[src/spmc_cfg.svh]
// constants for the stop and power mode controller: register indices, bit positions, timing
// assumes inclusion by bare name from the package and the design modules
`ifndef SPMC_CFG_SVH
`define SPMC_CFG_SVH
`define SPMC_IDX_GLOBAL_CONFIGURATION 8'h00
`define SPMC_IDX_INSTAT 8'h04
`define SPMC_IDX_DRVCONF 8'h05
`define SPMC_IDX_HOLDRUN 8'h12
`define SPMC_IDX_ENCODER_MODE 8'h2f
`define SPMC_IDX_CHOPPER_PWM_CONFIGURATION 8'h3c
`define SPMC_IDX_ENCCONST 8'h3a
`define SPMC_GC_DRV_DISABLE 0
`define SPMC_GC_STOP_ENABLE 1
`define SPMC_GC_QSC_REQ 2
`define SPMC_DC_HALT_EN 0
`define SPMC_DC_SRC_LSB 1
`define SPMC_DC_SRC_MSB 2
`define SPMC_EM_QSC_ENC 15
`define SPMC_IS_ENC_A 0
`define SPMC_IS_LEFT 1
`define SPMC_IS_RIGHT 2
`define SPMC_IS_QSC 15
`define SPMC_HR_HOLD_LSB 0
`define SPMC_HR_HOLD_MSB 4
`define SPMC_HR_DLY_LSB 16
`define SPMC_HR_DLY_MSB 19
`define SPMC_PC_FW_LSB 20
`define SPMC_PC_FW_MSB 21
`define SPMC_ENC_DEC_ONE 32'h0001_0000
`define SPMC_ENC_DEC_TENK 16'h2710
`define SPMC_RST_MIN_NS 30000
`define SPMC_FILT_NS 50000
`define SPMC_CLK_MHZ 250
`define SPMC_RST_MIN_CYC ((`SPMC_RST_MIN_NS * `SPMC_CLK_MHZ + 999) / 1000)
`define SPMC_FILT_CYC ((`SPMC_FILT_NS * `SPMC_CLK_MHZ) / 1000)
`endif

[src/spmc_pkg.sv]
// types shared by the stop and power mode controller modules
// assumes spmc_cfg.svh is on the include path
`include "spmc_cfg.svh"
package spmc_pkg;
   typedef enum logic [1:0] {
      spmc_run,
      spmc_wait_stst,
      spmc_quiet
   } spmc_qstate_t;
   typedef logic [7:0] spmc_addr_t;
   typedef logic [31:0] spmc_word_t;
endpackage

[src/spmc_sleep_if.sv]
// carrier between the sleep filter and the main controller
// assumes both ends share sys_clk
`timescale 1ns/1ns
`default_nettype none
interface spmc_sleep_if;
   logic reset_req;
   logic driver_off;
   logic asleep;
   modport filt (output reset_req, output driver_off, output asleep);
   modport ctrl (input reset_req, input driver_off, input asleep);
endinterface
`default_nettype wire

[src/spmc_sleep_filter.sv]
// filter for the active-low sleep/reset input
// assumes the input is synchronous to sys_clk
`timescale 1ns/1ns
`default_nettype none
`include "spmc_cfg.svh"
module spmc_sleep_filter #(
   parameter int RST_CYC = `SPMC_RST_MIN_CYC,
   parameter int FILT_CYC = `SPMC_FILT_CYC
) (
   input wire logic sys_clk,
   input wire logic resetn,
   input wire logic sleep_reset_input_n,
   spmc_sleep_if.filt sif
);
   logic [15:0] low_cnt_q;
   logic reset_req_q;
   logic driver_off_q;
   logic asleep_q;
   wire logic at_rst = (low_cnt_q >= 16'(RST_CYC));
   wire logic at_filt = (low_cnt_q >= 16'(FILT_CYC));
   // count the length of the low level; short glitches never reach the threshold
   always_ff @(posedge sys_clk or negedge resetn) begin
      if (!resetn) begin
         low_cnt_q <= 16'h0000;
      end else if (sleep_reset_input_n) begin
         low_cnt_q <= 16'h0000;
      end else if (!at_filt) begin
         low_cnt_q <= low_cnt_q + 16'h0001;
      end
   end
   // reset held while low past the threshold; released with the pin
   always_ff @(posedge sys_clk or negedge resetn) begin
      if (!resetn) begin
         reset_req_q <= 1'b0;
         driver_off_q <= 1'b0;
         asleep_q <= 1'b0;
      end else begin
         reset_req_q <= !sleep_reset_input_n && at_rst;
         driver_off_q <= !sleep_reset_input_n && at_filt;
         asleep_q <= !sleep_reset_input_n && at_filt;
      end
   end
   assign sif.reset_req = reset_req_q;
   assign sif.driver_off = driver_off_q;
   assign sif.asleep = asleep_q;
endmodule
`default_nettype wire

[src/spmc_top.sv]
// stop and power mode controller: register file plus driver gating
// assumes a serial front end delivering word accesses with a one-cycle strobe
//
// Summary of operation
// - decimal scale holds integer times 65536 plus fraction in ten-thousandths
// - setting driver-disable switches off every output transistor at once
// - clearing driver-disable releases the stop; registers and serial port stay alive
// - pin-stop enable makes encoder A a stop request
// - while enabled stop pin is high the motor is halted
// - pin stop enters standstill power-down with hold current, delay, freewheel option
// - stop pin low again resumes normal operation
// - hard stop armed only by its enable bit; source select is only passed out on hard_halt_source_select
// - both limit inputs high disable driver; released when both are low
// - quiescence request enters low power at standstill, disabling driver
// - input status bit 15 reads one while quiescence is active
// - encoder keeps running in quiescence only when its keep bit is set
// - sleep input low over 30 us resets registers; driver off after 50 us
// - sleep input held low keeps registers at default, serial off, driver off
// - shorter sleep input pulses are ignored
`timescale 1ns/1ns
`default_nettype none
`include "spmc_cfg.svh"
module spmc_top #(
   parameter int RST_CYC = `SPMC_RST_MIN_CYC,
   parameter int FILT_CYC = `SPMC_FILT_CYC
) (
   input wire logic sys_clk,
   input wire logic resetn,
   input wire logic reg_wr,
   input wire logic reg_rd,
   input wire spmc_pkg::spmc_addr_t reg_addr,
   input wire spmc_pkg::spmc_word_t reg_wdata,
   output spmc_pkg::spmc_word_t reg_rdata,
   output logic reg_rvalid,
   input wire logic enc_a_in,
   input wire logic left_limit_input,
   input wire logic right_limit_input,
   input wire logic sleep_reset_input_n,
   input wire logic motor_standstill,
   output logic bridge_enable,
   output logic standstill_req,
   output logic [4:0] hold_current_level,
   output logic [3:0] hold_ramp_delay,
   output logic [1:0] freewheel_mode,
   output logic encoder_enable,
   output logic quiescence_active,
   output logic serial_active,
   output logic [1:0] hard_halt_source_select,
   output spmc_pkg::spmc_word_t encoder_scale_constant
);
   spmc_sleep_if sif ();

   spmc_sleep_filter #(
      .RST_CYC(RST_CYC),
      .FILT_CYC(FILT_CYC)
   ) u_filt (
      .sys_clk(sys_clk),
      .resetn(resetn),
      .sleep_reset_input_n(sleep_reset_input_n),
      .sif(sif)
   );

   spmc_pkg::spmc_word_t global_configuration_q;
   spmc_pkg::spmc_word_t drvconf_q;
   spmc_pkg::spmc_word_t holdrun_q;
   spmc_pkg::spmc_word_t encoder_mode_q;
   spmc_pkg::spmc_word_t chopper_pwm_configuration_q;
   spmc_pkg::spmc_word_t encconst_q;
   spmc_pkg::spmc_qstate_t qst_q;
   spmc_pkg::spmc_qstate_t qst_d;
   spmc_pkg::spmc_word_t rdata_q;
   logic rvalid_q;
   logic hard_latch_q;
   logic bridge_q;
   logic stst_req_q;
   logic enc_en_q;
   logic qsc_q;
   logic serial_q;

   // registers fall back to defaults on the filtered sleep reset
   wire logic soft_rst = sif.reset_req;
   wire logic port_on = !sif.reset_req && !sif.asleep;
   wire logic wr_en = reg_wr && port_on;
   wire logic rd_en = reg_rd && port_on;

   function automatic logic hit(input spmc_pkg::spmc_addr_t a, input spmc_pkg::spmc_addr_t idx);
      hit = wr_en && (a == idx);
   endfunction

   // decimal mode helper: integer and ten-thousandths into the 16.16 word
   function automatic spmc_pkg::spmc_word_t dec_scale(input logic [15:0] ip, input logic [15:0] fr);
      dec_scale = 32'(ip * `SPMC_ENC_DEC_ONE) + 32'(fr);
   endfunction

   // control bits pulled out of the register words
   wire logic drv_disable = global_configuration_q[`SPMC_GC_DRV_DISABLE];
   wire logic stop_en = global_configuration_q[`SPMC_GC_STOP_ENABLE];
   wire logic qsc_req = global_configuration_q[`SPMC_GC_QSC_REQ];
   wire logic halt_en = drvconf_q[`SPMC_DC_HALT_EN];
   wire logic qsc_enc_keep = encoder_mode_q[`SPMC_EM_QSC_ENC];

   // stop conditions
   wire logic pin_stop = stop_en && enc_a_in;
   wire logic both_hi = left_limit_input && right_limit_input;
   wire logic both_lo = !left_limit_input && !right_limit_input;
   wire logic qsc_on = (qst_q == spmc_pkg::spmc_quiet);

   // driver-disable, hard stop latch, quiescence or sleep keeps the bridge off; all must clear
   wire logic bridge_d = !(drv_disable || hard_latch_q || qsc_on || sif.driver_off);

   // register writes; the serial port is blocked while the sleep reset holds
   always_ff @(posedge sys_clk or negedge resetn) begin
      if (!resetn) begin
         global_configuration_q <= 32'h0000_0000;
      end else if (soft_rst) begin
         global_configuration_q <= 32'h0000_0000;
      end else if (hit(reg_addr, `SPMC_IDX_GLOBAL_CONFIGURATION)) begin
         global_configuration_q <= reg_wdata;
      end
   end

   always_ff @(posedge sys_clk or negedge resetn) begin
      if (!resetn) begin
         drvconf_q <= 32'h0000_0000;
      end else if (soft_rst) begin
         drvconf_q <= 32'h0000_0000;
      end else if (hit(reg_addr, `SPMC_IDX_DRVCONF)) begin
         drvconf_q <= reg_wdata;
      end
   end

   always_ff @(posedge sys_clk or negedge resetn) begin
      if (!resetn) begin
         holdrun_q <= 32'h0000_0000;
      end else if (soft_rst) begin
         holdrun_q <= 32'h0000_0000;
      end else if (hit(reg_addr, `SPMC_IDX_HOLDRUN)) begin
         holdrun_q <= reg_wdata;
      end
   end

   always_ff @(posedge sys_clk or negedge resetn) begin
      if (!resetn) begin
         encoder_mode_q <= 32'h0000_0000;
      end else if (soft_rst) begin
         encoder_mode_q <= 32'h0000_0000;
      end else if (hit(reg_addr, `SPMC_IDX_ENCODER_MODE)) begin
         encoder_mode_q <= reg_wdata;
      end
   end

   always_ff @(posedge sys_clk or negedge resetn) begin
      if (!resetn) begin
         chopper_pwm_configuration_q <= 32'h0000_0000;
      end else if (soft_rst) begin
         chopper_pwm_configuration_q <= 32'h0000_0000;
      end else if (hit(reg_addr, `SPMC_IDX_CHOPPER_PWM_CONFIGURATION)) begin
         chopper_pwm_configuration_q <= reg_wdata;
      end
   end

   // scale is stored as written; software does the division itself
   always_ff @(posedge sys_clk or negedge resetn) begin
      if (!resetn) begin
         encconst_q <= `SPMC_ENC_DEC_ONE;
      end else if (soft_rst) begin
         encconst_q <= dec_scale(16'h0001, 16'h0000); // decimal 1.0
      end else if (hit(reg_addr, `SPMC_IDX_ENCCONST)) begin
         encconst_q <= reg_wdata;
      end
   end

   // hard stop latches on both high, releases when both low, when its enable bit is cleared or on the sleep reset
   always_ff @(posedge sys_clk or negedge resetn) begin
      if (!resetn) begin
         hard_latch_q <= 1'b0;
      end else if (!halt_en || soft_rst) begin
         hard_latch_q <= 1'b0;
      end else if (both_hi) begin
         hard_latch_q <= 1'b1;
      end else if (both_lo) begin
         hard_latch_q <= 1'b0;
      end
   end

   // quiescence sequencing: wait for standstill before going quiet
   always_comb begin
      qst_d = qst_q;
      unique case (qst_q)
         spmc_pkg::spmc_run: begin
            if (qsc_req) begin
               qst_d = spmc_pkg::spmc_wait_stst;
            end
         end
         spmc_pkg::spmc_wait_stst: begin
            if (!qsc_req) begin
               qst_d = spmc_pkg::spmc_run;
            end else if (motor_standstill) begin
               qst_d = spmc_pkg::spmc_quiet;
            end
         end
         spmc_pkg::spmc_quiet: begin
            if (!qsc_req) begin
               qst_d = spmc_pkg::spmc_run;
            end
         end
      endcase
   end

   always_ff @(posedge sys_clk or negedge resetn) begin
      if (!resetn) begin
         qst_q <= spmc_pkg::spmc_run;
      end else if (soft_rst) begin
         qst_q <= spmc_pkg::spmc_run;
      end else begin
         qst_q <= qst_d;
      end
   end

   // software clears driver-disable itself once quiescence is left
   // read mux over the mapped indices; unmapped reads return zero
   wire spmc_pkg::spmc_word_t instat_w = {16'h0000, qsc_on, 12'h000, right_limit_input,
      left_limit_input, enc_a_in} ;
   wire spmc_pkg::spmc_word_t rd_mux =
      (reg_addr == `SPMC_IDX_GLOBAL_CONFIGURATION) ? global_configuration_q :
      (reg_addr == `SPMC_IDX_INSTAT) ? instat_w :
      (reg_addr == `SPMC_IDX_DRVCONF) ? drvconf_q :
      (reg_addr == `SPMC_IDX_HOLDRUN) ? holdrun_q :
      (reg_addr == `SPMC_IDX_ENCODER_MODE) ? encoder_mode_q :
      (reg_addr == `SPMC_IDX_CHOPPER_PWM_CONFIGURATION) ? chopper_pwm_configuration_q :
      (reg_addr == `SPMC_IDX_ENCCONST) ? encconst_q : 32'h0000_0000;

   always_ff @(posedge sys_clk or negedge resetn) begin
      if (!resetn) begin
         rdata_q <= 32'h0000_0000;
         rvalid_q <= 1'b0;
      end else begin
         rdata_q <= rd_en ? rd_mux : rdata_q;
         rvalid_q <= rd_en;
      end
   end

   // driver-facing outputs, all registered
   always_ff @(posedge sys_clk or negedge resetn) begin
      if (!resetn) begin
         bridge_q <= 1'b0;
         stst_req_q <= 1'b0;
         enc_en_q <= 1'b1;
         qsc_q <= 1'b0;
         serial_q <= 1'b1;
      end else begin
         bridge_q <= bridge_d;
         stst_req_q <= pin_stop;
         enc_en_q <= !qsc_on || qsc_enc_keep;
         qsc_q <= qsc_on;
         serial_q <= port_on;
      end
   end

   assign reg_rdata = rdata_q;
   assign reg_rvalid = rvalid_q;
   assign bridge_enable = bridge_q;
   assign standstill_req = stst_req_q;
   assign hold_current_level = holdrun_q[`SPMC_HR_HOLD_MSB:`SPMC_HR_HOLD_LSB];
   assign hold_ramp_delay = holdrun_q[`SPMC_HR_DLY_MSB:`SPMC_HR_DLY_LSB];
   assign freewheel_mode = chopper_pwm_configuration_q[`SPMC_PC_FW_MSB:`SPMC_PC_FW_LSB];
   assign hard_halt_source_select = drvconf_q[`SPMC_DC_SRC_MSB:`SPMC_DC_SRC_LSB];
   assign encoder_enable = enc_en_q;
   assign quiescence_active = qsc_q;
   assign serial_active = serial_q;
   assign encoder_scale_constant = encconst_q;
endmodule
`default_nettype wire

[config.mk]
export PLATFORM = sky130hd
export DESIGN_NAME = spmc_top
export DESIGN_NICKNAME = d
export VERILOG_FILES = /design/src/spmc_pkg.sv /design/src/spmc_sleep_if.sv /design/src/spmc_sleep_filter.sv /design/src/spmc_top.sv
export VERILOG_INCLUDE_DIRS = /design/src
export SDC_FILE = /design/constraint.sdc
export NUM_CORES = 1
export LEC_CHECK = 0
export ABC_CLOCK_PERIOD_IN_PS = 5800
export BUFFER_PORTS_ARGS = -buffer_cell sky130_fd_sc_hd__buf_2
export CAP_MARGIN = 10
export CORE_AREA = 2 2 221 223
export CTS_CLUSTER_DIAMETER = 40
export DETAILED_ROUTE_END_ITERATION = 8
export DIE_AREA = 0 0 223 225
export PLACE_DENSITY = 0.44
export SYNTH_ARGS = -nofsm -noshare
export SYNTH_HDL_FRONTEND = slang
export SYNTH_SLANG_ARGS = --single-unit
[constraint.sdc]
create_clock -name sys_clk -period 5.8 [get_ports sys_clk]
set_input_delay 0.58 -clock sys_clk [delete_from_list [all_inputs] [get_ports sys_clk]]
set_output_delay 0.58 -clock sys_clk [all_outputs]
set_load 0.01 [all_outputs]
-- After elaboration in Yosys (flattened, before gate mapping)
Cells that the tools add are included.
- flip-flop bits (word level): 251
- input port bits: 49
- output and inout bits: 83
- word-level logic and storage cells: 100
- add/sub/neg operators: 1
- $lt $le $gt $ge: 2
- eq/ne operators: 12
- muxes and demuxes: 30
- reduce and logical (&&, ||, !) cells: 37
- operator list (operator ; count):
    $mux 32 ; 19
    $mux 16 ; 2
    $eq 8x6->1 const B ; 3
    $add 16x1->16 const B ; 1
    $eq 8x3->1 const B ; 2
    $ge 16x13->1 const B ; 1
    $ge 16x14->1 const B ; 1
    $logic_and 1x1->1 ; 14
    $reduce_bool 2->1 ; 6
    $mux 2 ; 5
    $eq 8x5->1 const B ; 1
    $logic_not 1->1 ; 8
    $logic_not 8->1 ; 1
    $ne 3x2->1 const B ; 2
    $pmux 2 s3 ; 1
    $logic_or 1x1->1 ; 5
    $ne 4x3->1 const B ; 1
    $mux 1 ; 3
    $reduce_and 3->1 ; 1
    $reduce_bool 3->1 ; 1
    $eq 2x1->1 const B ; 1
    $eq 2x2->1 const B ; 1
    $logic_not 2->1 ; 1
    $ne 2x2->1 const B ; 1

-- Logic depth before layout (Yosys ltp)
- depth after elaboration: 8
- depth in mapped cells: 8
- mapped depth without buffers: 6

-- Cells and area by module
A second synthesis with hierarchy kept.
- cells, all modules: 1367
- area, all modules: 11813.8 µm²
- by module, submodules not included (module ; times used ; cells an instance ; area an instance (µm²) ; seq. area each (µm²)):
    spmc_top ; 1 ; 1271 ; 10831.6 ; 5834.3
    spmc_sleep_filter ; 1 ; 96 ; 982.2 ; 450.4

-- Least setup slack after synthesis
OpenSTA, ideal clock, no wires.
- path kind: in2reg
- from: input reg_addr[1]
- to: register drvconf_q[10]
- library setup time: 0.136 ns
- arrival: 2.302 ns
- required time: 5.664 ns
- setup slack: 3.362 ns
- stages: 8
- path buffers: 3
- cell sequence: or4_4 > or3_1 > buf_4 > or3_1 > buf_2 > buf_6 > nand2_1 > a21oi_1
- cells in the longest elaborated chain, start to end: 3
- ends and longest elaborated chain (element ; RTL line ; text):
    start, declared ; spmc_top.sv:31 ; input wire spmc_pkg::spmc_addr_t reg_addr,
    $eq 8x3->1 ; spmc_top.sv:87 ; hit = wr_en && (a == idx);
    $logic_and 1x1->1 ; spmc_top.sv:87 ;
    $reduce_bool 2->1 (no line) ; -- ;
    end signal, assigned ; spmc_top.sv:128 ; drvconf_q <= reg_wdata;
    end, declared ; spmc_top.sv:64 ; spmc_pkg::spmc_word_t drvconf_q;
No other way between the ends.
A chain may end at the register's enable or synchronous reset.

-- Worst setup path in the final report
- from: input reg_addr[0]
- to: register holdrun_q[9]
- cells in the longest elaborated chain, start to end: 3
- ends and longest elaborated chain (element ; RTL line ; text):
    $eq 8x5->1 ; spmc_top.sv:87 ;
    $logic_and 1x1->1 ; spmc_top.sv:87 ;
    $reduce_bool 2->1 (no line) ; -- ;
    end signal, assigned ; spmc_top.sv:138 ; holdrun_q <= reg_wdata;
    end, declared ; spmc_top.sv:65 ; spmc_pkg::spmc_word_t holdrun_q;
No other way between the ends.

==> key figures <==
Critical path
  • Worst reg2reg path depth: 5
  • R2R Path Start: u_filt.sif.reset_req$_DFF_PN0_
  • CP Data Required Time: 6.21 ns
  • CP Class: in2reg
  • CP endpoint kind: register
  • CP Launch Type: input port
  • Worst R2R End: encoder_scale_constant[0]$_DFFE_PN0P_
  • FF-to-FF setup slack: 2.74 ns
  • Max Fanout on Critical Path: 41
  • Critical path arrival: 3.81 ns

Clock network
  • # Post-CTS Setup Buffers: 0
  • Root Buffer Master: clkbuf_16
  • CTS max path bufs: 3
  • Hold_buf cts: 0
  • Clock latency on the worst-skew pair: 0.58 ns
  • Sinks on the clock net: 251
  • Post-cts resize count: 0
  • CTS tree: done
  • Clock transition at path regs: 0.05 ns
  • CTS buffer count: 50
  • H-Tree Depth: 2

Route
  • Via/cell ratio: 4.960
  • Vias after detailed routing: 10560
  • # DRC: 0
  • Met2 routed WL: 20580 um
  • WL per Instance: 20.68 um
  • Pre-Repair DR Iteration Count: 5
  • DRT antenna net count: 0
  • Top routing layer used: met5
  • Final Routed Wirelength: 44040 um
  • Detailed Route Iter0 Violations: 897
  • Met3 Wirelength: 2873 um
  • Post-Route M1 WL: 19640 um

GRT
  • Initial antenna violation count: 4
  • Vias in the first global route: 10590
  • Tot GR Track Use: 17.63%
  • First-pass GRT wire length: 67620 um
  • Overflow after GRT: 0
  • Largest net degree at the start of global routing: 138

Synth
  • Syn Nets: 1455
  • Synth Instances: 1400
  • EDFF count, synth: 0
  • #FFs+latches synth: 251
  • Ys flop type: dfrtp_1
  • Syn Std Cell Area: 11850 sq um
  • Register area share after synthesis: 53.05%
  • Top cells by area, synth: dfrtp_1 52%, nand2_1 14%, a21oi_1 10%, clkbuf_1 2.9%, nor2_1 2.6%
  • Async S/R FF share, synth: 100.0%
  • Yosys Warn Count: 0
  • Avg Inst Size Synth: 8.463 sq um
  • Cell taking the most area after synthesis: dfrtp_1
  • Post-synth cell types: 57
  • Post-synth top area share: 52.38%

STA
  • Final Hold Fails: 0
  • Tmin final: 3.397 ns
  • Slew @ Worst Pin: 1.144 ns
  • Fin. max-slew vios: 0
  • Max-slew headroom: 23.54%
  • Max Freq: 294.4 MHz
  • Final setup viols: 0
  • Tcrit/Tclk final: 58.56%
  • RSZ-0062 raised after global routing: no
  • Setup Skew: 0.01925 ns
  • Sum Neg Setup Slack: 0 ns

Hold path
  • Min-delay worst type: in2async

Floorplanning
  • DIE AREA: 50180 sq um
  • Num rows: 80
  • Die H: 225 um
  • CORE AREA: 47550 sq um
  • Num ports: 132
  • Die width: 223 um
  • Initial core utilization: 24.92%

Power and ir drop
  • Switching share of power: 24.35%
  • Total power draw: 5.253 mW
  • Clk pwr share: 57.5%
  • Sequential power share: 36.1%
  • Leak: 6.227 nW
  • Comb power frac: 6.4%
  • PD cells: 357.7 nW/um^2
  • Pint: 3.974 mW
  • Switching pwr: 1.279 mW
  • VDD IR max: 0.2178 mV

Final layout
  • Fraction of layout cells with a size suffix above 1: 17.26%
  • Area of the multi-input gates: 5047 sq um
  • Area grow syn2layout: 23.95%
  • Layout Utilization: 30.89%
  • Seq. cell area: 6289 sq um
  • Number of fill cells: 4956
  • NumNets Final: 1526

Status
  • Run status: completed

Place
  • HPWL Detailed: 25660 um
  • Routability congestion estimate: 0.7704
  • Port bufs: 131

Run
  • # Max-Cap Violations: 0
## layer usage
metal  vias to the layer above  global-route usage [%]
met5                         -                       0
met4                         2                   5.023
met3                        66                   3.885
met2                       317                   28.29
met1                      5248                   23.87
li1                       4931                       -
## layout by cell type (no fill, tap or decap), types with 8 or more instances in the layout
master     instances
dfrtp_1          247
a211oi_1          29
a21oi_1          244
nand3_1           10
o211ai_1          29
buf_2            130
o21ai_0           32
nor3_1             8
clkinv_2           9
nand2_1          428
clkbuf_8           8
clkbuf_16         51
xnor2_1           11
a22oi_1           30
nor2_1            81
o22ai_1           29
buf_4             12
## power by group through the flow
stage	registers (mW)	clock network [mW]	logic, mW
floorplan	1.92	0	0.168
global placement	1.92	0	0.339
detailed placement	1.92	0	0.343
CTS	1.90	3.08	0.345
global route	1.90	3.18	0.383
finish	1.89	3.02	0.337
## area by class of cell
cell class	instances	area share [%]
Tap cell	615	5.240
Multi-Input combinational cell	1016	34.37
Clock inverter	27	2.411
Inverter	8	0.2045
Antenna cell	3	0.05112
Clock buffer	66	9.619
Sequential cell	251	42.82
Timing Repair Buffer	144	5.282
## kinds of logic (layout without fill, tap and decap cells)
kind of cell | count (synthesis) | in the layout | share of synthesized area (%)
compound gates | 413 | 413 | 20.27
xor+xnor | 11 | 11 | 0.8132
fa+ha+maj | 6 | 6 | 0.6336
buf+inv | 133 | 245 | 5.006
flops | 251 | 251 | 53.05
mux | 2 | 2 | 0.1795
other cells | 0 | 3 | 0
simple gates | 584 | 584 | 20.06
## flip-flops by register name (all words and copies together), names as in the netlist
| name | count |
|---|---|
| bridge_enable | 1 |
| chopper_pwm_configuration_q | 32 |
| drvconf_q | 32 |
| encoder_enable | 1 |
| encoder_mode_q | 32 |
| encoder_scale_constant | 32 |
| global_configuration_q | 32 |
| hard_latch_q | 1 |
| holdrun_q | 32 |
| qst_q | 2 |
| quiescence_active | 1 |
| reg_rdata | 32 |
| reg_rvalid | 1 |
| serial_active | 1 |
| standstill_req | 1 |
| u_filt.low_cnt_q | 16 |
| u_filt.sif.asleep | 1 |
| u_filt.sif.reset_req | 1 |
## worst max-delay path, stage by stage
cell and delay, ns:
buf_2 0.35, or4b_1 0.74, nor3_1 0.91, nand2_2 0.82
nand2_1 0.25, a21oi_1 0.10
## synth_stat cells (all sizes together) (2+ instances only)
master	number
nand2	432
dfrtp	248
a21oi	244
clkbuf	92
nor2	83
buf	33
o21ai	33
a22oi	30
a211oi	29
o211ai	29
o22ai	29
nor3	12
nand3	11
xnor2	11
inv	7
nor2b	7
nor4	7
and2	6
ha	6
or4	5
a21boi	3
dfstp	3
nand4	3
o221ai	3
or2	3
or3	3
a222oi	2
and3	2
nand2b	2
nor3b	2
o2111ai	2
## worst max path at each step
stage | start | endpoint | slack [ns] | cells after the start
finish | reg_addr[0] | holdrun_q[9]$_DFFE_PN0P_ | 2.40 | 6
global placement | reg_addr[0] | holdrun_q[16]$_DFFE_PN0P_ | 1.80 | 6
CTS | reg_addr[0] | holdrun_q[9]$_DFFE_PN0P_ | 2.47 | 6
floorplan | reg_addr[1] | drvconf_q[10]$_DFFE_PN0P_ | 3.36 | 8
global route | reg_addr[0] | holdrun_q[2]$_DFFE_PN0P_ | 2.29 | 6
detailed placement | reg_addr[0] | holdrun_q[9]$_DFFE_PN0P_ | 1.86 | 6
## metrics by stage
step / instances / cell area [sq um] / setup slack, ns / hold slack, ns
2_1_floorplan: 1400 / 11850 / 3.362 / 0.2844
3_3_place_gp: 2034 / 12910 / 1.804 / 0.4857
3_5_place_dp: 2034 / 12910 / 1.856 / 0.4902
4_1_cts: 2127 / 14680 / 2.467 / 0.1368
5_1_grt: 2129 / 14680 / 2.291 / 0.1669
6_report: 2130 / 14690 / 2.403 / 0.07609
(Power assumes the default switching activity.)
